<file path="config.mk">
export PLATFORM = sky130hd
export DESIGN_NAME = bio_decode
export DESIGN_NICKNAME = d
export VERILOG_FILES = /design/src/bio_regmem_unused_guard.v /design/src/bio_decode.v /design/src/bio_regmem.v
export VERILOG_INCLUDE_DIRS = /design/src
export SDC_FILE = /design/constraint.sdc
export NUM_CORES = 1
export LEC_CHECK = 0
export BUFFER_PORTS_ARGS = -buffer_cell sky130_fd_sc_hd__buf_2
export CAP_MARGIN = 20
export CORE_ASPECT_RATIO = 0.8
export CORE_MARGIN = 5
export CORE_UTILIZATION = 55
export DETAILED_ROUTE_END_ITERATION = 12
export MAX_ROUTING_LAYER = met4
export PLACE_DENSITY = 0.85
export SYNTH_ARGS = -nofsm -noshare
export SYNTH_HDL_FRONTEND = slang
export SYNTH_HIERARCHICAL = 1
export SYNTH_SLANG_ARGS = --single-unit
</file>
<file path="constraint.sdc">
create_clock -name CLK_SYS_IN -period 10.7 [get_ports CLK_SYS_IN]
set_input_delay 0.535 -clock CLK_SYS_IN [delete_from_list [all_inputs] [get_ports CLK_SYS_IN]]
set_output_delay 0.535 -clock CLK_SYS_IN [all_outputs]
set_load 0.05 [all_outputs]
</file>
<file path="src/bio_defs.vh">
/*
 * Shared constants of the banked register decoder: byte offsets inside a
 * bank, bank codes, field positions, reset values and storage indexes.
 * Assumes it is included by bare name before any module that uses it.
 */
`ifndef BIO_DEFS_VH
`define BIO_DEFS_VH

// bank codes and size of one bank
`define BIO_BANK_USER 1'b0
`define BIO_BANK_CONFIG 1'b1
`define BIO_BANK_BYTES 10'h0100

// offsets seen in both banks
`define BIO_ADR_FLAGS 8'hF7
`define BIO_ADR_ANALOG_A 8'h80
`define BIO_ADR_ANALOG_B 8'h84

// bank 0 offsets, port n sits at base plus four times n
`define BIO_ADR_PORT_DATA 8'h00
`define BIO_ADR_PORT_IRQ_EN 8'h01
`define BIO_ADR_PORT_GSEL 8'h02
`define BIO_ADR_PORT_DM_HI 8'h03
`define BIO_ADR_TW_CFG 8'hD6
`define BIO_ADR_TW_SCR 8'hD7
`define BIO_ADR_TW_DATA 8'hD8
`define BIO_ADR_TW_MSCR 8'hD9
`define BIO_ADR_IRQ_CLR0 8'hDA
`define BIO_ADR_IRQ_CLR1 8'hDB
`define BIO_ADR_IRQ_CLR3 8'hDD

// bank 1 offsets, port n sits at base plus four times n
`define BIO_ADR_PORT_DM0 8'h00
`define BIO_ADR_PORT_DM1 8'h01
`define BIO_ADR_PORT_ICFG0 8'h02
`define BIO_ADR_PORT_ICFG1 8'h03

// port stride and the address bit that picks the port
`define BIO_PORT_MASK 8'hFB
`define BIO_PORT_BIT 2

// flag register layout
`define BIO_FLAG_BANK_BIT 4

// split of the two mixed-access status registers
`define BIO_CTRL_MSB 3
`define BIO_STAT_LSB 4
`define BIO_STAT_MSB 7

// reset values
`define BIO_RST_BYTE 8'h00
`define BIO_RST_NIBBLE 4'h0
`define BIO_PROG_PIN_MASK 8'h03

// storage indexes inside the register memory
`define BIO_MIX_ANALOG_A 4'h0
`define BIO_MIX_ANALOG_B 4'h1
`define BIO_MIX_TW_CFG 4'h2
`define BIO_MIX_TW_DATA 4'h3
`define BIO_MIX_IRQ_CLR0 4'h4
`define BIO_MIX_IRQ_CLR1 4'h5
`define BIO_MIX_IRQ_CLR3 4'h6
`define BIO_MIX_ICFG_BASE 4'h7

`endif

</file>
<file path="src/bio_regmem_unused_guard.v">
/*
 * Intentionally empty helper file slot is not used.
 */
`default_nettype none
`default_nettype wire

</file>
<file path="src/bio_decode.v">
/*
 * Banked register decoder: 512 bytes of byte-wide I/O space in two banks,
 * reached over a classic Wishbone slave with 8-bit data.
 * Assumes one clock, the processor's flag register living here, and pins
 * that arrive asynchronously.
 */
`default_nettype none
`include "bio_defs.vh"

// Overview of operation
// - register space totals 512 bytes, reached as I/O space.
// - two banks: bank 0 user registers, bank 1 a second set.
// - every access except the flag and analog bytes (F7, 80, 84) picks its bank from the bank-select flag.
// - flag set selects bank 1; flag clear selects bank 0.
// - each register honours its access class: read, write, logical, clear.
// - external reset pin is active high, held low by a pull-down.
// - serial programming pins are driven, not floating, during reset.
// - bank 1 holds drive-mode and other setup registers.
module bio_decode #(
  parameter NPORT = 2,
  parameter MEM_DEPTH = 16,
  parameter MEM_AW = 4
) (
  input wire CLK_SYS_IN,
  input wire RST_IN,
  input wire WB_CYC_IN,
  input wire WB_STB_IN,
  input wire WB_WE_IN,
  input wire [7:0] WB_ADR_IN,
  input wire [0:0] WB_SEL_IN,
  input wire [7:0] WB_DAT_IN,
  output wire [7:0] WB_DAT_OUT,
  output wire WB_ACK_OUT,
  input wire EXT_RESET_PIN_IN,
  input wire [7:0] PORT0_PIN_IN,
  input wire [7:0] PORT1_PIN_IN,
  output wire [7:0] PORT0_PIN_OUT,
  output wire [7:0] PORT0_PIN_OE_OUT,
  output wire [7:0] PORT1_PIN_OUT,
  output wire [7:0] PORT1_PIN_OE_OUT,
  input wire [3:0] TWOWIRE_EVENT_IN,
  input wire [3:0] TWOWIRE_MASTER_STAT_IN,
  output wire [3:0] TWOWIRE_CTRL_OUT,
  output wire [3:0] TWOWIRE_MCTRL_OUT,
  output wire BANK_SELECT_OUT
);

  // decode classes
  localparam [3:0] C_NONE = 4'd0;
  localparam [3:0] C_FLAGS = 4'd1;
  localparam [3:0] C_MEM = 4'd2;
  localparam [3:0] C_PDR = 4'd3;
  localparam [3:0] C_PIE = 4'd4;
  localparam [3:0] C_PGS = 4'd5;
  localparam [3:0] C_PDMH = 4'd6;
  localparam [3:0] C_PDM0 = 4'd7;
  localparam [3:0] C_PDM1 = 4'd8;
  localparam [3:0] C_TSCR = 4'd9;
  localparam [3:0] C_TMSCR = 4'd10;
  localparam NSYNC = 17;

  // bus handshake phase
  reg pend_q;
  reg ack_q;
  reg [7:0] dat_q;
  reg [7:0] dat_d;

  // processor flag register, bank select lives in it
  reg [7:0] flags_q;
  reg [3:0] tw_ctrl_q;
  reg [3:0] tw_stat_q;
  reg [3:0] tw_mctrl_q;

  // per-port registers, steer the pins
  reg [7:0] pdr_q [0:NPORT-1];
  reg [7:0] pie_q [0:NPORT-1];
  reg [7:0] pgs_q [0:NPORT-1];
  reg [7:0] pdmh_q [0:NPORT-1];
  reg [7:0] pdm0_q [0:NPORT-1];
  reg [7:0] pdm1_q [0:NPORT-1];
  reg [7:0] poe_q [0:NPORT-1];
  wire [7:0] pin_now [0:NPORT-1];

  // decode results
  reg [3:0] code;
  reg [MEM_AW-1:0] mem_idx;
  wire [7:0] adr_port;
  wire port_idx;
  wire bank;
  wire req;
  wire wr_now;
  wire ext_rst;
  wire [7:0] mem_rdata;

  // three-stage pin synchronisers
  reg [NSYNC-1:0] s1_q;
  reg [NSYNC-1:0] s2_q;
  reg [NSYNC-1:0] s3_q;
  reg [NSYNC-1:0] st_q;

  assign bank = flags_q[`BIO_FLAG_BANK_BIT];
  assign req = WB_CYC_IN & WB_STB_IN;
  assign wr_now = ack_q & req & WB_WE_IN & WB_SEL_IN[0]; // lands at ack edge
  assign adr_port = WB_ADR_IN & `BIO_PORT_MASK;
  assign port_idx = WB_ADR_IN[`BIO_PORT_BIT];
  assign ext_rst = st_q[NSYNC-1];
  assign pin_now[0] = st_q[7:0];
  assign pin_now[1] = st_q[15:8];

  // synchronise pins; a change counts once stages two and three agree
  genvar gs;
  generate
    for (gs = 0; gs < NSYNC; gs = gs + 1) begin : g_sync
      always @(posedge CLK_SYS_IN or posedge RST_IN) begin
        if (RST_IN) begin
          s1_q[gs] <= 1'b0;
          s2_q[gs] <= 1'b0;
          s3_q[gs] <= 1'b0;
          st_q[gs] <= 1'b0;
        end else begin
          s1_q[gs] <= (gs == NSYNC - 1) ? EXT_RESET_PIN_IN :
                      (gs >= 8) ? PORT1_PIN_IN[gs % 8] :
                      PORT0_PIN_IN[gs % 8];
          s2_q[gs] <= s1_q[gs];
          s3_q[gs] <= s2_q[gs];
          if (s2_q[gs] == s3_q[gs]) begin
            st_q[gs] <= s3_q[gs];
          end
        end
      end
    end
  endgenerate

  // address decode: offset plus bank flag gives one of 512 bytes
  always @* begin
    code = C_NONE;
    mem_idx = {MEM_AW{1'b0}};
    if (WB_ADR_IN == `BIO_ADR_FLAGS) begin
      code = C_FLAGS;
    end else if (WB_ADR_IN == `BIO_ADR_ANALOG_A) begin
      code = C_MEM;
      mem_idx = `BIO_MIX_ANALOG_A;
    end else if (WB_ADR_IN == `BIO_ADR_ANALOG_B) begin
      code = C_MEM;
      mem_idx = `BIO_MIX_ANALOG_B;
    end else if (bank == `BIO_BANK_USER) begin
      if (WB_ADR_IN[7:3] != 5'h00) begin
        if (WB_ADR_IN == `BIO_ADR_TW_CFG) begin
          code = C_MEM;
          mem_idx = `BIO_MIX_TW_CFG;
        end else if (WB_ADR_IN == `BIO_ADR_TW_SCR) begin
          code = C_TSCR;
        end else if (WB_ADR_IN == `BIO_ADR_TW_DATA) begin
          code = C_MEM;
          mem_idx = `BIO_MIX_TW_DATA;
        end else if (WB_ADR_IN == `BIO_ADR_TW_MSCR) begin
          code = C_TMSCR;
        end else if (WB_ADR_IN == `BIO_ADR_IRQ_CLR0) begin
          code = C_MEM;
          mem_idx = `BIO_MIX_IRQ_CLR0;
        end else if (WB_ADR_IN == `BIO_ADR_IRQ_CLR1) begin
          code = C_MEM;
          mem_idx = `BIO_MIX_IRQ_CLR1;
        end else if (WB_ADR_IN == `BIO_ADR_IRQ_CLR3) begin
          code = C_MEM;
          mem_idx = `BIO_MIX_IRQ_CLR3;
        end
      end else if (adr_port == `BIO_ADR_PORT_DATA) begin
        code = C_PDR;
      end else if (adr_port == `BIO_ADR_PORT_IRQ_EN) begin
        code = C_PIE;
      end else if (adr_port == `BIO_ADR_PORT_GSEL) begin
        code = C_PGS;
      end else if (adr_port == `BIO_ADR_PORT_DM_HI) begin
        code = C_PDMH;
      end
    end else if (WB_ADR_IN[7:3] == 5'h00) begin
      if (adr_port == `BIO_ADR_PORT_DM0) begin
        code = C_PDM0;
      end else if (adr_port == `BIO_ADR_PORT_DM1) begin
        code = C_PDM1;
      end else begin
        code = C_MEM;
        mem_idx = `BIO_MIX_ICFG_BASE + {2'b00, port_idx, WB_ADR_IN[0]};
      end
    end
  end

  // config, interrupt-clear and analog bytes live in the memory
  bio_regmem #(
    .WIDTH(8),
    .DEPTH(MEM_DEPTH),
    .AW(MEM_AW)
  ) u_mem (
    .clk_in(CLK_SYS_IN),
    .rst_in(RST_IN),
    .clr_in(ext_rst),
    .we_in(wr_now && (code == C_MEM)),
    .waddr_in(mem_idx),
    .wdata_in(WB_DAT_IN),
    .raddr_in(mem_idx),
    .rdata_out(mem_rdata)
  );

  // read data by class; reserved holes read as zero
  always @* begin
    dat_d = `BIO_RST_BYTE;
    if (code == C_FLAGS) begin
      dat_d = flags_q;
    end else if (code == C_MEM) begin
      dat_d = mem_rdata;
    end else if (code == C_PDR) begin
      dat_d = pin_now[port_idx];
    end else if (code == C_PIE) begin
      dat_d = pie_q[port_idx];
    end else if (code == C_PGS) begin
      dat_d = pgs_q[port_idx];
    end else if (code == C_PDMH) begin
      dat_d = pdmh_q[port_idx];
    end else if (code == C_PDM0) begin
      dat_d = pdm0_q[port_idx];
    end else if (code == C_PDM1) begin
      dat_d = pdm1_q[port_idx];
    end else if (code == C_TSCR) begin
      dat_d = {tw_stat_q, tw_ctrl_q};
    end else if (code == C_TMSCR) begin
      dat_d = {TWOWIRE_MASTER_STAT_IN, tw_mctrl_q};
    end
  end

  // wishbone handshake: decode, then answer one cycle later
  always @(posedge CLK_SYS_IN or posedge RST_IN) begin
    if (RST_IN) begin
      pend_q <= 1'b0;
      ack_q <= 1'b0;
      dat_q <= `BIO_RST_BYTE;
    end else begin
      pend_q <= req & ~pend_q & ~ack_q & ~ext_rst;
      ack_q <= pend_q & req;
      if (pend_q && !WB_WE_IN) begin
        dat_q <= dat_d;
      end
    end
  end

  // flag and two-wire status registers
  always @(posedge CLK_SYS_IN or posedge RST_IN) begin
    if (RST_IN) begin
      flags_q <= `BIO_RST_BYTE;
      tw_ctrl_q <= `BIO_RST_NIBBLE;
      tw_stat_q <= `BIO_RST_NIBBLE;
      tw_mctrl_q <= `BIO_RST_NIBBLE;
    end else if (ext_rst) begin
      flags_q <= `BIO_RST_BYTE;
      tw_ctrl_q <= `BIO_RST_NIBBLE;
      tw_stat_q <= `BIO_RST_NIBBLE;
      tw_mctrl_q <= `BIO_RST_NIBBLE;
    end else begin
      if (wr_now && (code == C_FLAGS)) begin
        flags_q <= WB_DAT_IN;
      end
      if (wr_now && (code == C_TSCR)) begin
        tw_ctrl_q <= WB_DAT_IN[`BIO_CTRL_MSB:0];
        // writing zero clears a status bit; a new event wins
        tw_stat_q <= (tw_stat_q &
          WB_DAT_IN[`BIO_STAT_MSB:`BIO_STAT_LSB]) | TWOWIRE_EVENT_IN;
      end else begin
        tw_stat_q <= tw_stat_q | TWOWIRE_EVENT_IN;
      end
      if (wr_now && (code == C_TMSCR)) begin
        tw_mctrl_q <= WB_DAT_IN[`BIO_CTRL_MSB:0];
      end
    end
  end

  // per-port registers and pin drive
  genvar gp;
  generate
    for (gp = 0; gp < NPORT; gp = gp + 1) begin : g_port
      wire hit = wr_now && (port_idx == gp);
      always @(posedge CLK_SYS_IN or posedge RST_IN) begin
        if (RST_IN) begin
          pdr_q[gp] <= `BIO_RST_BYTE;
          pie_q[gp] <= `BIO_RST_BYTE;
          pgs_q[gp] <= `BIO_RST_BYTE;
          pdmh_q[gp] <= `BIO_RST_BYTE;
          pdm0_q[gp] <= `BIO_RST_BYTE;
          pdm1_q[gp] <= `BIO_RST_BYTE;
          poe_q[gp] <= (gp == 1) ? `BIO_PROG_PIN_MASK : `BIO_RST_BYTE;
        end else if (ext_rst) begin
          pdr_q[gp] <= `BIO_RST_BYTE;
          pie_q[gp] <= `BIO_RST_BYTE;
          pgs_q[gp] <= `BIO_RST_BYTE;
          pdmh_q[gp] <= `BIO_RST_BYTE;
          pdm0_q[gp] <= `BIO_RST_BYTE;
          pdm1_q[gp] <= `BIO_RST_BYTE;
          poe_q[gp] <= (gp == 1) ? `BIO_PROG_PIN_MASK : `BIO_RST_BYTE;
        end else begin
          if (hit && (code == C_PDR)) begin
            pdr_q[gp] <= WB_DAT_IN;
          end
          if (hit && (code == C_PIE)) begin
            pie_q[gp] <= WB_DAT_IN;
          end
          if (hit && (code == C_PGS)) begin
            pgs_q[gp] <= WB_DAT_IN;
          end
          if (hit && (code == C_PDMH)) begin
            pdmh_q[gp] <= WB_DAT_IN;
          end
          if (hit && (code == C_PDM0)) begin
            pdm0_q[gp] <= WB_DAT_IN;
          end
          if (hit && (code == C_PDM1)) begin
            pdm1_q[gp] <= WB_DAT_IN;
          end
          // drive where mode 0 is set and the high mode bit is clear
          poe_q[gp] <= pdm0_q[gp] & ~pdmh_q[gp];
        end
      end
    end
  endgenerate

  // outputs straight from flip-flops
  assign WB_DAT_OUT = dat_q;
  assign WB_ACK_OUT = ack_q;
  assign PORT0_PIN_OUT = pdr_q[0];
  assign PORT1_PIN_OUT = pdr_q[1];
  assign PORT0_PIN_OE_OUT = poe_q[0];
  assign PORT1_PIN_OE_OUT = poe_q[1];
  assign TWOWIRE_CTRL_OUT = tw_ctrl_q;
  assign TWOWIRE_MCTRL_OUT = tw_mctrl_q;
  assign BANK_SELECT_OUT = flags_q[`BIO_FLAG_BANK_BIT];

endmodule // bio_decode

`default_nettype wire

</file>
<file path="src/bio_regmem.v">
/*
 * Small register memory: one write port, one read port whose data comes
 * out of a register one clock after the address.
 * Assumes a single clock and an asynchronous active-high reset.
 */
`default_nettype none

module bio_regmem #(
  parameter WIDTH = 8,
  parameter DEPTH = 16,
  parameter AW = 4
) (
  input wire clk_in,
  input wire rst_in,
  input wire clr_in,
  input wire we_in,
  input wire [AW-1:0] waddr_in,
  input wire [WIDTH-1:0] wdata_in,
  input wire [AW-1:0] raddr_in,
  output reg [WIDTH-1:0] rdata_out
);

  wire [WIDTH-1:0] word [0:DEPTH-1];

  // one storage word per entry, cleared by either reset
  genvar gi;
  generate
    for (gi = 0; gi < DEPTH; gi = gi + 1) begin : g_word
      localparam [AW-1:0] IDX = gi;
      reg [WIDTH-1:0] word_q;
      always @(posedge clk_in or posedge rst_in) begin
        if (rst_in) begin
          word_q <= {WIDTH{1'b0}};
        end else if (clr_in) begin
          word_q <= {WIDTH{1'b0}};
        end else if (we_in && (waddr_in == IDX)) begin
          word_q <= wdata_in;
        end
      end
      assign word[gi] = word_q;
    end
  endgenerate

  // registered read port
  always @(posedge clk_in or posedge rst_in) begin
    if (rst_in) begin
      rdata_out <= {WIDTH{1'b0}};
    end else begin
      rdata_out <= word[raddr_in];
    end
  end

endmodule // bio_regmem

`default_nettype wire

</file>
After elaboration in Yosys (flattened, before gate mapping). Index checks and enable logic that the tools add are counted.

Register bits after elaboration: 346. Input port bits: 47. Output and inout bits: 50. Word-level logic and storage cells: 387.

$add $sub $neg: 1. $lt $le $gt $ge: 2. Equal/unequal tests: 55. Muxes and demuxes: 131. Bitwise logic cells: 21. Reductions and logical operators: 71.

Operator list (count): 8-bit two-way mux (90); 4-bit two-way mux (25); 8-bit equality test (second input constant) (10); 2-bit nonzero test (31); 4-bit equality test (second input constant) (11); 3-bit two-way mux (12); 1-bit logical AND (35); 8-bit binary-select mux with 4-bit select (1); 4-bit by 3-bit equality test with 1-bit output (second input constant) (8); 1-bit equality test (17); 8-bit bitwise AND (2); 4-bit by 2-bit equality test with 1-bit output (second input constant) (4); 8-bit NOT (2); 7-bit by 2-bit equality test with 1-bit output (second input constant) (2); 1-bit bitwise AND (8); 4-bit by 1-bit equality test with 1-bit output (second input constant) (2); 8-bit zero test (1); 4-bit OR (2); 7-bit by 1-bit equality test with 1-bit output (second input constant) (1); 2-bit two-way mux (3); 5-bit greater-or-equal comparator (second input constant) (1); 5-bit zero test (1); 4-bit NOT with 5-bit output (1); 5-bit nonzero test (1); other kinds (7) (10).

Logic depth before layout (Yosys ltp).
Depth after elaboration: 24. Depth in mapped cells: 13. Mapped depth without buffers: 8.

By module. The synthesis kept the hierarchy.

Modules (own cells, without submodules): bio_decode (instances 1, cells an instance 829, area an instance 9301.4 µm²); bio_regmem (instances 1, cells an instance 691, area an instance 6835.3 µm²).

Least setup slack after synthesis. No wires, ideal clock.

Kind: in2reg. From: input WB_ADR_IN[2]. To: register u_mem.rdata_out[6]. Library setup time: 0.124 ns. Arrival: 3.360 ns. Required time: 10.576 ns. Path slack: 7.216 ns. Stages: 11. Path buffers: 4. Cells stage by stage: buf_2 buf_1 buf_2 xor2_1 nor3b_1 o21ai_0 a21boi_0 buf_1 mux4_2 a22oi_1 nand2_1.

Word-level cells in the longest chain between the ends: 17. Elaborated cells between the ends (all ways): 30. Those cells by class: add/sub: 1; eq/ne: 10; mux: 18; bitwise: 1.

Ends and longest elaborated chain: start, declared (RTL line bio_decode.v:29) `input wire [7:0] WB_ADR_IN,`; 8-bit equality test (no source line); 3-bit two-way mux (RTL line bio_decode.v:164) `` end else if (WB_ADR_IN == `BIO_ADR_IRQ_CLR3) begin ``; 3-bit two-way mux (RTL line bio_decode.v:161) `` end else if (WB_ADR_IN == `BIO_ADR_IRQ_CLR1) begin ``; 3-bit two-way mux (RTL line bio_decode.v:158) `` end else if (WB_ADR_IN == `BIO_ADR_IRQ_CLR0) begin ``; 3-bit two-way mux (RTL line bio_decode.v:156) `` end else if (WB_ADR_IN == `BIO_ADR_TW_MSCR) begin ``; 3-bit two-way mux (RTL line bio_decode.v:153) `` end else if (WB_ADR_IN == `BIO_ADR_TW_DATA) begin ``; 3-bit two-way mux (RTL line bio_decode.v:151) `` end else if (WB_ADR_IN == `BIO_ADR_TW_SCR) begin ``; 3-bit two-way mux (RTL line bio_decode.v:148) `` if (WB_ADR_IN == `BIO_ADR_TW_CFG) begin ``; 3-bit two-way mux (RTL line bio_decode.v:147) `if (WB_ADR_IN[7:3] != 5'h00) begin`; 4-bit two-way mux (RTL line bio_decode.v:146) `` end else if (bank == `BIO_BANK_USER) begin ``; 4-bit two-way mux (RTL line bio_decode.v:143) `` end else if (WB_ADR_IN == `BIO_ADR_ANALOG_B) begin ``; 4-bit two-way mux (RTL line bio_decode.v:140) `` end else if (WB_ADR_IN == `BIO_ADR_ANALOG_A) begin ``; 4-bit two-way mux (*) (RTL line bio_decode.v:138) `` if (WB_ADR_IN == `BIO_ADR_FLAGS) begin ``; named net mem_idx[1] (RTL line bio_decode.v:86) `reg [MEM_AW-1:0] mem_idx;`; 4-bit NOT with 5-bit output (not written as such) (*) (RTL line bio_regmem.v:49) `rdata_out <= word[raddr_in];`; 8-bit binary-select mux with 4-bit select (*) (RTL line bio_regmem.v:49); 8-bit two-way mux (not written as such) (*) (2 in a row) (RTL line bio_regmem.v:49); end signal, assigned (RTL line bio_regmem.v:47) `rdata_out <= {WIDTH{1'b0}};`; end signal, assigned (RTL line bio_regmem.v:49); end, declared (RTL line bio_regmem.v:20) `output reg [WIDTH-1:0] rdata_out`.

Mark *: on every way through the listed nets, which the timed path passes. The rest lies on a longest branch. The select of a mux whose other input is x is not followed. A chain may end at the register's enable or synchronous reset.

Worst setup path after layout.
From: register flags_q[4]. To: register u_mem.g_word[15].word_q[2].

Word-level cells in the longest chain between the ends: 8. Elaborated cells between the ends (all ways): 13. Those cells by class: eq/ne: 2; mux: 8; reduce/logical: 3.

Ends and longest elaborated chain: start, declared (RTL line bio_decode.v:69) `reg [7:0] flags_q;`; start signal, assigned (RTL line bio_decode.v:249) `` flags_q <= `BIO_RST_BYTE; ``; start signal, assigned (RTL line bio_decode.v:254) `` flags_q <= `BIO_RST_BYTE; ``; 4-bit two-way mux (RTL line bio_decode.v:146); 4-bit two-way mux (RTL line bio_decode.v:143); 4-bit two-way mux (RTL line bio_decode.v:140); 4-bit two-way mux (RTL line bio_decode.v:138); 4-bit by 2-bit equality test with 1-bit output (RTL line bio_decode.v:198) `.we_in(wr_now && (code == C_MEM)),`; 1-bit logical AND (RTL line bio_decode.v:198); 1-bit logical AND (*) (RTL line bio_regmem.v:36) `end else if (we_in && (waddr_in == IDX)) begin`; 2-bit nonzero test (no source line) (*); end signal, assigned (RTL line bio_regmem.v:33) `word_q <= {WIDTH{1'b0}};`; end signal, assigned (RTL line bio_regmem.v:35) `word_q <= {WIDTH{1'b0}};`; end signal, assigned (RTL line bio_regmem.v:37) `word_q <= wdata_in;`; end, declared (RTL line bio_regmem.v:30) `reg [WIDTH-1:0] word_q;`.

Every way passes the cells marked *; elsewhere a longest branch is shown, timed or not.

==> impl_metrics.sql <==
INSERT INTO impl_metrics (metric_group, metric, value, unit) VALUES
('run_status', 'result_of_the_run', 'finished, final reports clean', ''),
('power', 'internal_power', '2220', 'uW'),
('logic_synthesis', 'yosys_register_bits', '346', ''),
('sta', 'fmaxAchievable', '0.195', 'GHz'),
('sta', 'final-hold-violation-count', '0', ''),
('drt', 'met2RoutedLength', '20400', 'um'),
('clock_network', 'root_driver', 'sky130_fd_sc_hd__clkbuf_16', ''),
('logic_synthesis', 'ys_dominant_reg_cell', 'sky130_fd_sc_hd__dfrtp_1', ''),
('power', 'power.share.combinational', '6.4', '%'),
('finish', 'area_delta_synth_final', '11.4', '%'),
('power', 'clkPwrFrac', '46.8', '%'),
('drt', 'remaining_antenna_violation_count_after_routing', '0', ''),
('drt', 'viasPerCell', '6.75', ''),
('global_routing', 'grt_pass1_wl', '72100', 'um'),
('drt', 'wl_met1', '18100', 'um'),
('logic_synthesis', 'yosysWarnings', '6', ''),
('power', 'power.leakage', '0.00813', 'uW'),
('job', 'reported_max_cap_violation_count', '0', ''),
('worst_setup_path', 'critPathArrivalTime', '5.48', 'ns'),
('global_routing', 'aggregate_global_routing_overflow', '0', ''),
('floorplanning', 'horiz_die_dim', '202', 'um'),
('logic_synthesis', 'netlist_instances', '1520', ''),
('clock_network', 'cts_num_sinks', '346', ''),
('logic_synthesis', 'synth.distinct_cells', '67', ''),
('sta', 'finalSetupViolCount', '0', ''),
('drt', 'route.detailed.drc', '0', ''),
('clock_network', 'cts.repair.resized', '0', ''),
('drt', 'number_of_design_rule_violations_left_by_the_first_detailed_router_iteration', '2178', ''),
('worst_setup_path', 'timing.setup.critical_path_class', 'flip-flop to flip-flop', ''),
('clock_network', 'cts_setup_buffers', '0', ''),
('worst_setup_path', 'crit_fanout', '32', ''),
('power', 'p_switching', '688', 'uW'),
('clock_network', 'cts_buffer_depth', '3', ''),
('global_routing', 'antenna_found_initial', '2', ''),
('drt', 'avgRoutedWirePerCell', '23.6', 'um'),
('global_routing', 'pin_count_of_the_biggest_net_entering_global_routing', '150', ''),
('logic_synthesis', 'synth.cell_area', '16100', 'sq um'),
('sta', 'rsz_0062_raised_after_global_routing', 'no', ''),
('sta', 'timing.clock.skew', '0.0245', 'ns'),
('clock_network', 'htree_levels', '2', ''),
('sta', 'worst_pin_slew', '1.31', 'ns'),
('worst_setup_path', 'worst_setup_path_start_kind', 'flip-flop', ''),
('drt', 'routed_wirelength', '45600', 'um'),
('drt', 'route.top_layer_used', 'met4', ''),
('sta', 'number_of_max_slew_violations_in_the_final_report', '0', ''),
('power', 'ir_worst_vdd', '0.116', 'mV'),
('logic_synthesis', 'synth_mux_area_share', '13.5', '%'),
('finish', 'num-nets-final', '1574', ''),
('logic_synthesis', 'yosysSeqAreaShare', '53.7', '%'),
('clock_network', 'cts_buffers', '34', ''),
('floorplanning', 'io-pin-count', '97', ''),
('power', 'pwr_density_cell', '162', 'nW/um^2'),
('worst_setup_path', 'cp.required', '11.06', 'ns'),
('drt', 'firstDrtPassIters', '6', ''),
('power', 'sequentialPowerShare', '46.8', '%'),
('clock_network', 'clk_pin_slew', '0.07', 'ns'),
('global_routing', 'grt_pass1_vias', '12644', ''),
('finish', 'drive_above_1_share', '14.5', '%'),
('place', 'port_buffers', '96', ''),
('logic_synthesis', 'synth_top_family_by_area', 'compound AO/OA/AOI/OAI gates', ''),
('logic_synthesis', 'synth_xor_xnor_area_share', '0.0543', '%'),
('place', 'place_hpwl', '27200', 'um'),
('floorplanning', 'die_height', '163', 'um'),
('clock_network', 'clk-insertion-delay-late', '0.54', 'ns'),
('sta', 'slew_headroom', '12.1', '%'),
('drt', 'dr_wl_met3', '5580', 'um'),
('power', 'power.switching_fraction', '23.7', '%'),
('floorplanning', 'core_area', '29100', 'sq um'),
('worst_setup_path', 'critical_path_endpoint_category', 'flip-flop', ''),
('place', 'place_congestion', '0.997', ''),
('logic_synthesis', 'synth_fa_ha_area_share', '1.13', '%');
-- final timing paths --
path	end	start	slack (ns)	cells after the start
max	u_mem/g_word[15].word_q[2]	flags_q[4]	5.58	9
min	TWOWIRE_MCTRL_OUT[2]	RST_IN	0.05	2
max reg2reg	u_mem/g_word[15].word_q[2]	flags_q[4]	5.58	9
min reg2reg	s2_q[3]	s1_q[3]	0.35	0
max in group asynchronous	s1_q[1]	RST_IN	9.10	4
min in group CLK_SYS_IN	s1_q[9]	PORT1_PIN_IN[1]	0.11	1
-- Yosys cell counts (all sizes together) (2+ instances only) --
cell type  instances  area share [%]
a211oi             4            0.19
a21boi             2           0.093
a21o               3            0.14
a21oi            176             5.5
a221oi             2            0.11
a22oi             26             1.2
a31oi              6            0.23
a32oi              5            0.27
a41oi              2            0.11
and2               4            0.16
and3              11            0.43
and3b              3            0.16
buf               46             1.8
clkbuf           100             2.3
dfrtp            344              53
dfstp              2            0.33
inv               12            0.28
maj3              17             1.1
mux2               6            0.42
mux2i            127             7.9
mux4              35             5.2
nand2             58             1.3
nand2b             7            0.27
nand3            162             5.1
nand3b             2           0.093
nor2             109             2.6
nor2b             10            0.39
nor3              14            0.50
nor3b             18            0.87
nor4               5            0.36
o2111ai            4            0.43
o211a              2            0.12
o211ai             5            0.23
o21a               3            0.14
o21ai            163             5.1
o22ai              5            0.19
or2                2           0.078
or3                6            0.23
-- worst max-delay path: stages, from the launching register on --
cell                      delay, ns
sky130_fd_sc_hd__dfrtp_1       0.59
sky130_fd_sc_hd__nor3b_1       0.25
sky130_fd_sc_hd__buf_4         0.18
sky130_fd_sc_hd__and3_1        0.35
sky130_fd_sc_hd__nor2_2        0.42
sky130_fd_sc_hd__o21ai_0       0.35
sky130_fd_sc_hd__nor3_1        1.07
sky130_fd_sc_hd__nand3_1       1.06
sky130_fd_sc_hd__o21ai_0       0.54
sky130_fd_sc_hd__a21oi_1       0.13
-- area by class of cell --
type | count | area [sq um]
diodes | 4 | 10.0
clock buffers | 46 | 1030
clock inverters | 13 | 244
fillers | 2204 | 11200
inverters | 12 | 55.1
multi-input cells | 1014 | 6770
flip-flops and latches | 346 | 8660
well taps | 377 | 472
repair buffers | 118 | 737
-- power by group through the flow --
stage | combinational (uW) | clock, uW | sequential, uW
after floorplan | 101 | 0 | 1400
after global placement | 178 | 0 | 1380
after detailed placement | 180 | 0 | 1380
after CTS | 181 | 1370 | 1360
after global routing | 199 | 1430 | 1360
final | 186 | 1360 | 1360
-- logic make-up (layout without fill, tap and decap cells) --
logic type	Yosys count	after routing
XOR/XNOR	1	1
AND/OR/NAND/NOR	416	416
multiplexers	168	168
buffers and inverters	160	189
AO/OA/AOI/OAI	411	411
other	0	4
adder cells (fa/ha/maj)	18	18
flip-flops	346	346
-- registers in the layout (all words and copies together), names as in the netlist, 16 cells and up --
signal / flops
pie_q: 16
pin_now: 16
s3_q: 17
pdm1_q: 16
pgs_q: 16
s1_q: 17
s2_q: 17
u_mem/g_word.word_q: 128
pdm0_q: 16
pdmh_q: 16
-- routing by layer --
layer	track usage, %	vias up
met5	-	-
met4	10.1	0
met3	6.51	151
met2	41.6	917
met1	38.8	6475
li1	-	5479
-- per-stage QoR --
step           cell area, sq um  std cells  worst slack [ns]  utilization [%]
5_1_grt                   18000       1928              5.42             61.7
3_3_place_gp              16600       1861              6.16             56.8
2_1_floorplan             16100       1520              4.43                -
3_5_place_dp              16600       1863              5.88             56.9
4_1_cts                   17900       1922              5.97             61.3
6_report                  18000       1930              5.58             61.7
-- placed cells by master, fill, tap and decap left out, types with 5 or more instances in the layout --
| master | synthesis | routed |
|---|---|---|
| sky130_fd_sc_hd__buf_2 | 30 | 96 |
| sky130_fd_sc_hd__nor3_1 | 13 | 13 |
| sky130_fd_sc_hd__clkbuf_16 | 0 | 37 |
| sky130_fd_sc_hd__a22oi_1 | 26 | 26 |
| sky130_fd_sc_hd__mux2_2 | 6 | 6 |
| sky130_fd_sc_hd__a32oi_1 | 5 | 5 |
| sky130_fd_sc_hd__o22ai_1 | 5 | 5 |
| sky130_fd_sc_hd__nor2_1 | 108 | 107 |
| sky130_fd_sc_hd__nand3_1 | 161 | 161 |
| sky130_fd_sc_hd__nand2b_1 | 7 | 7 |
| sky130_fd_sc_hd__o21ai_0 | 154 | 154 |
| sky130_fd_sc_hd__nor3b_1 | 17 | 17 |
| sky130_fd_sc_hd__o211ai_1 | 5 | 5 |
| sky130_fd_sc_hd__mux4_2 | 21 | 21 |
| sky130_fd_sc_hd__mux2i_1 | 127 | 127 |
| sky130_fd_sc_hd__nor2b_1 | 10 | 8 |
| sky130_fd_sc_hd__clkbuf_8 | 0 | 7 |
| sky130_fd_sc_hd__and3_1 | 11 | 11 |
| sky130_fd_sc_hd__dfrtp_1 | 344 | 343 |
| sky130_fd_sc_hd__nand2_1 | 58 | 58 |
| sky130_fd_sc_hd__buf_4 | 2 | 16 |
| sky130_fd_sc_hd__bufinv_16 | 0 | 7 |
| sky130_fd_sc_hd__o21ai_1 | 9 | 9 |
| sky130_fd_sc_hd__clkinv_2 | 0 | 5 |
| sky130_fd_sc_hd__or3_1 | 6 | 6 |
| sky130_fd_sc_hd__a31oi_1 | 6 | 6 |
| sky130_fd_sc_hd__maj3_1 | 17 | 17 |
| sky130_fd_sc_hd__inv_1 | 12 | 10 |
| sky130_fd_sc_hd__a21oi_1 | 176 | 176 |
| sky130_fd_sc_hd__mux4_1 | 13 | 13 |
Note: power is estimated with default switching activity, not from simulation.
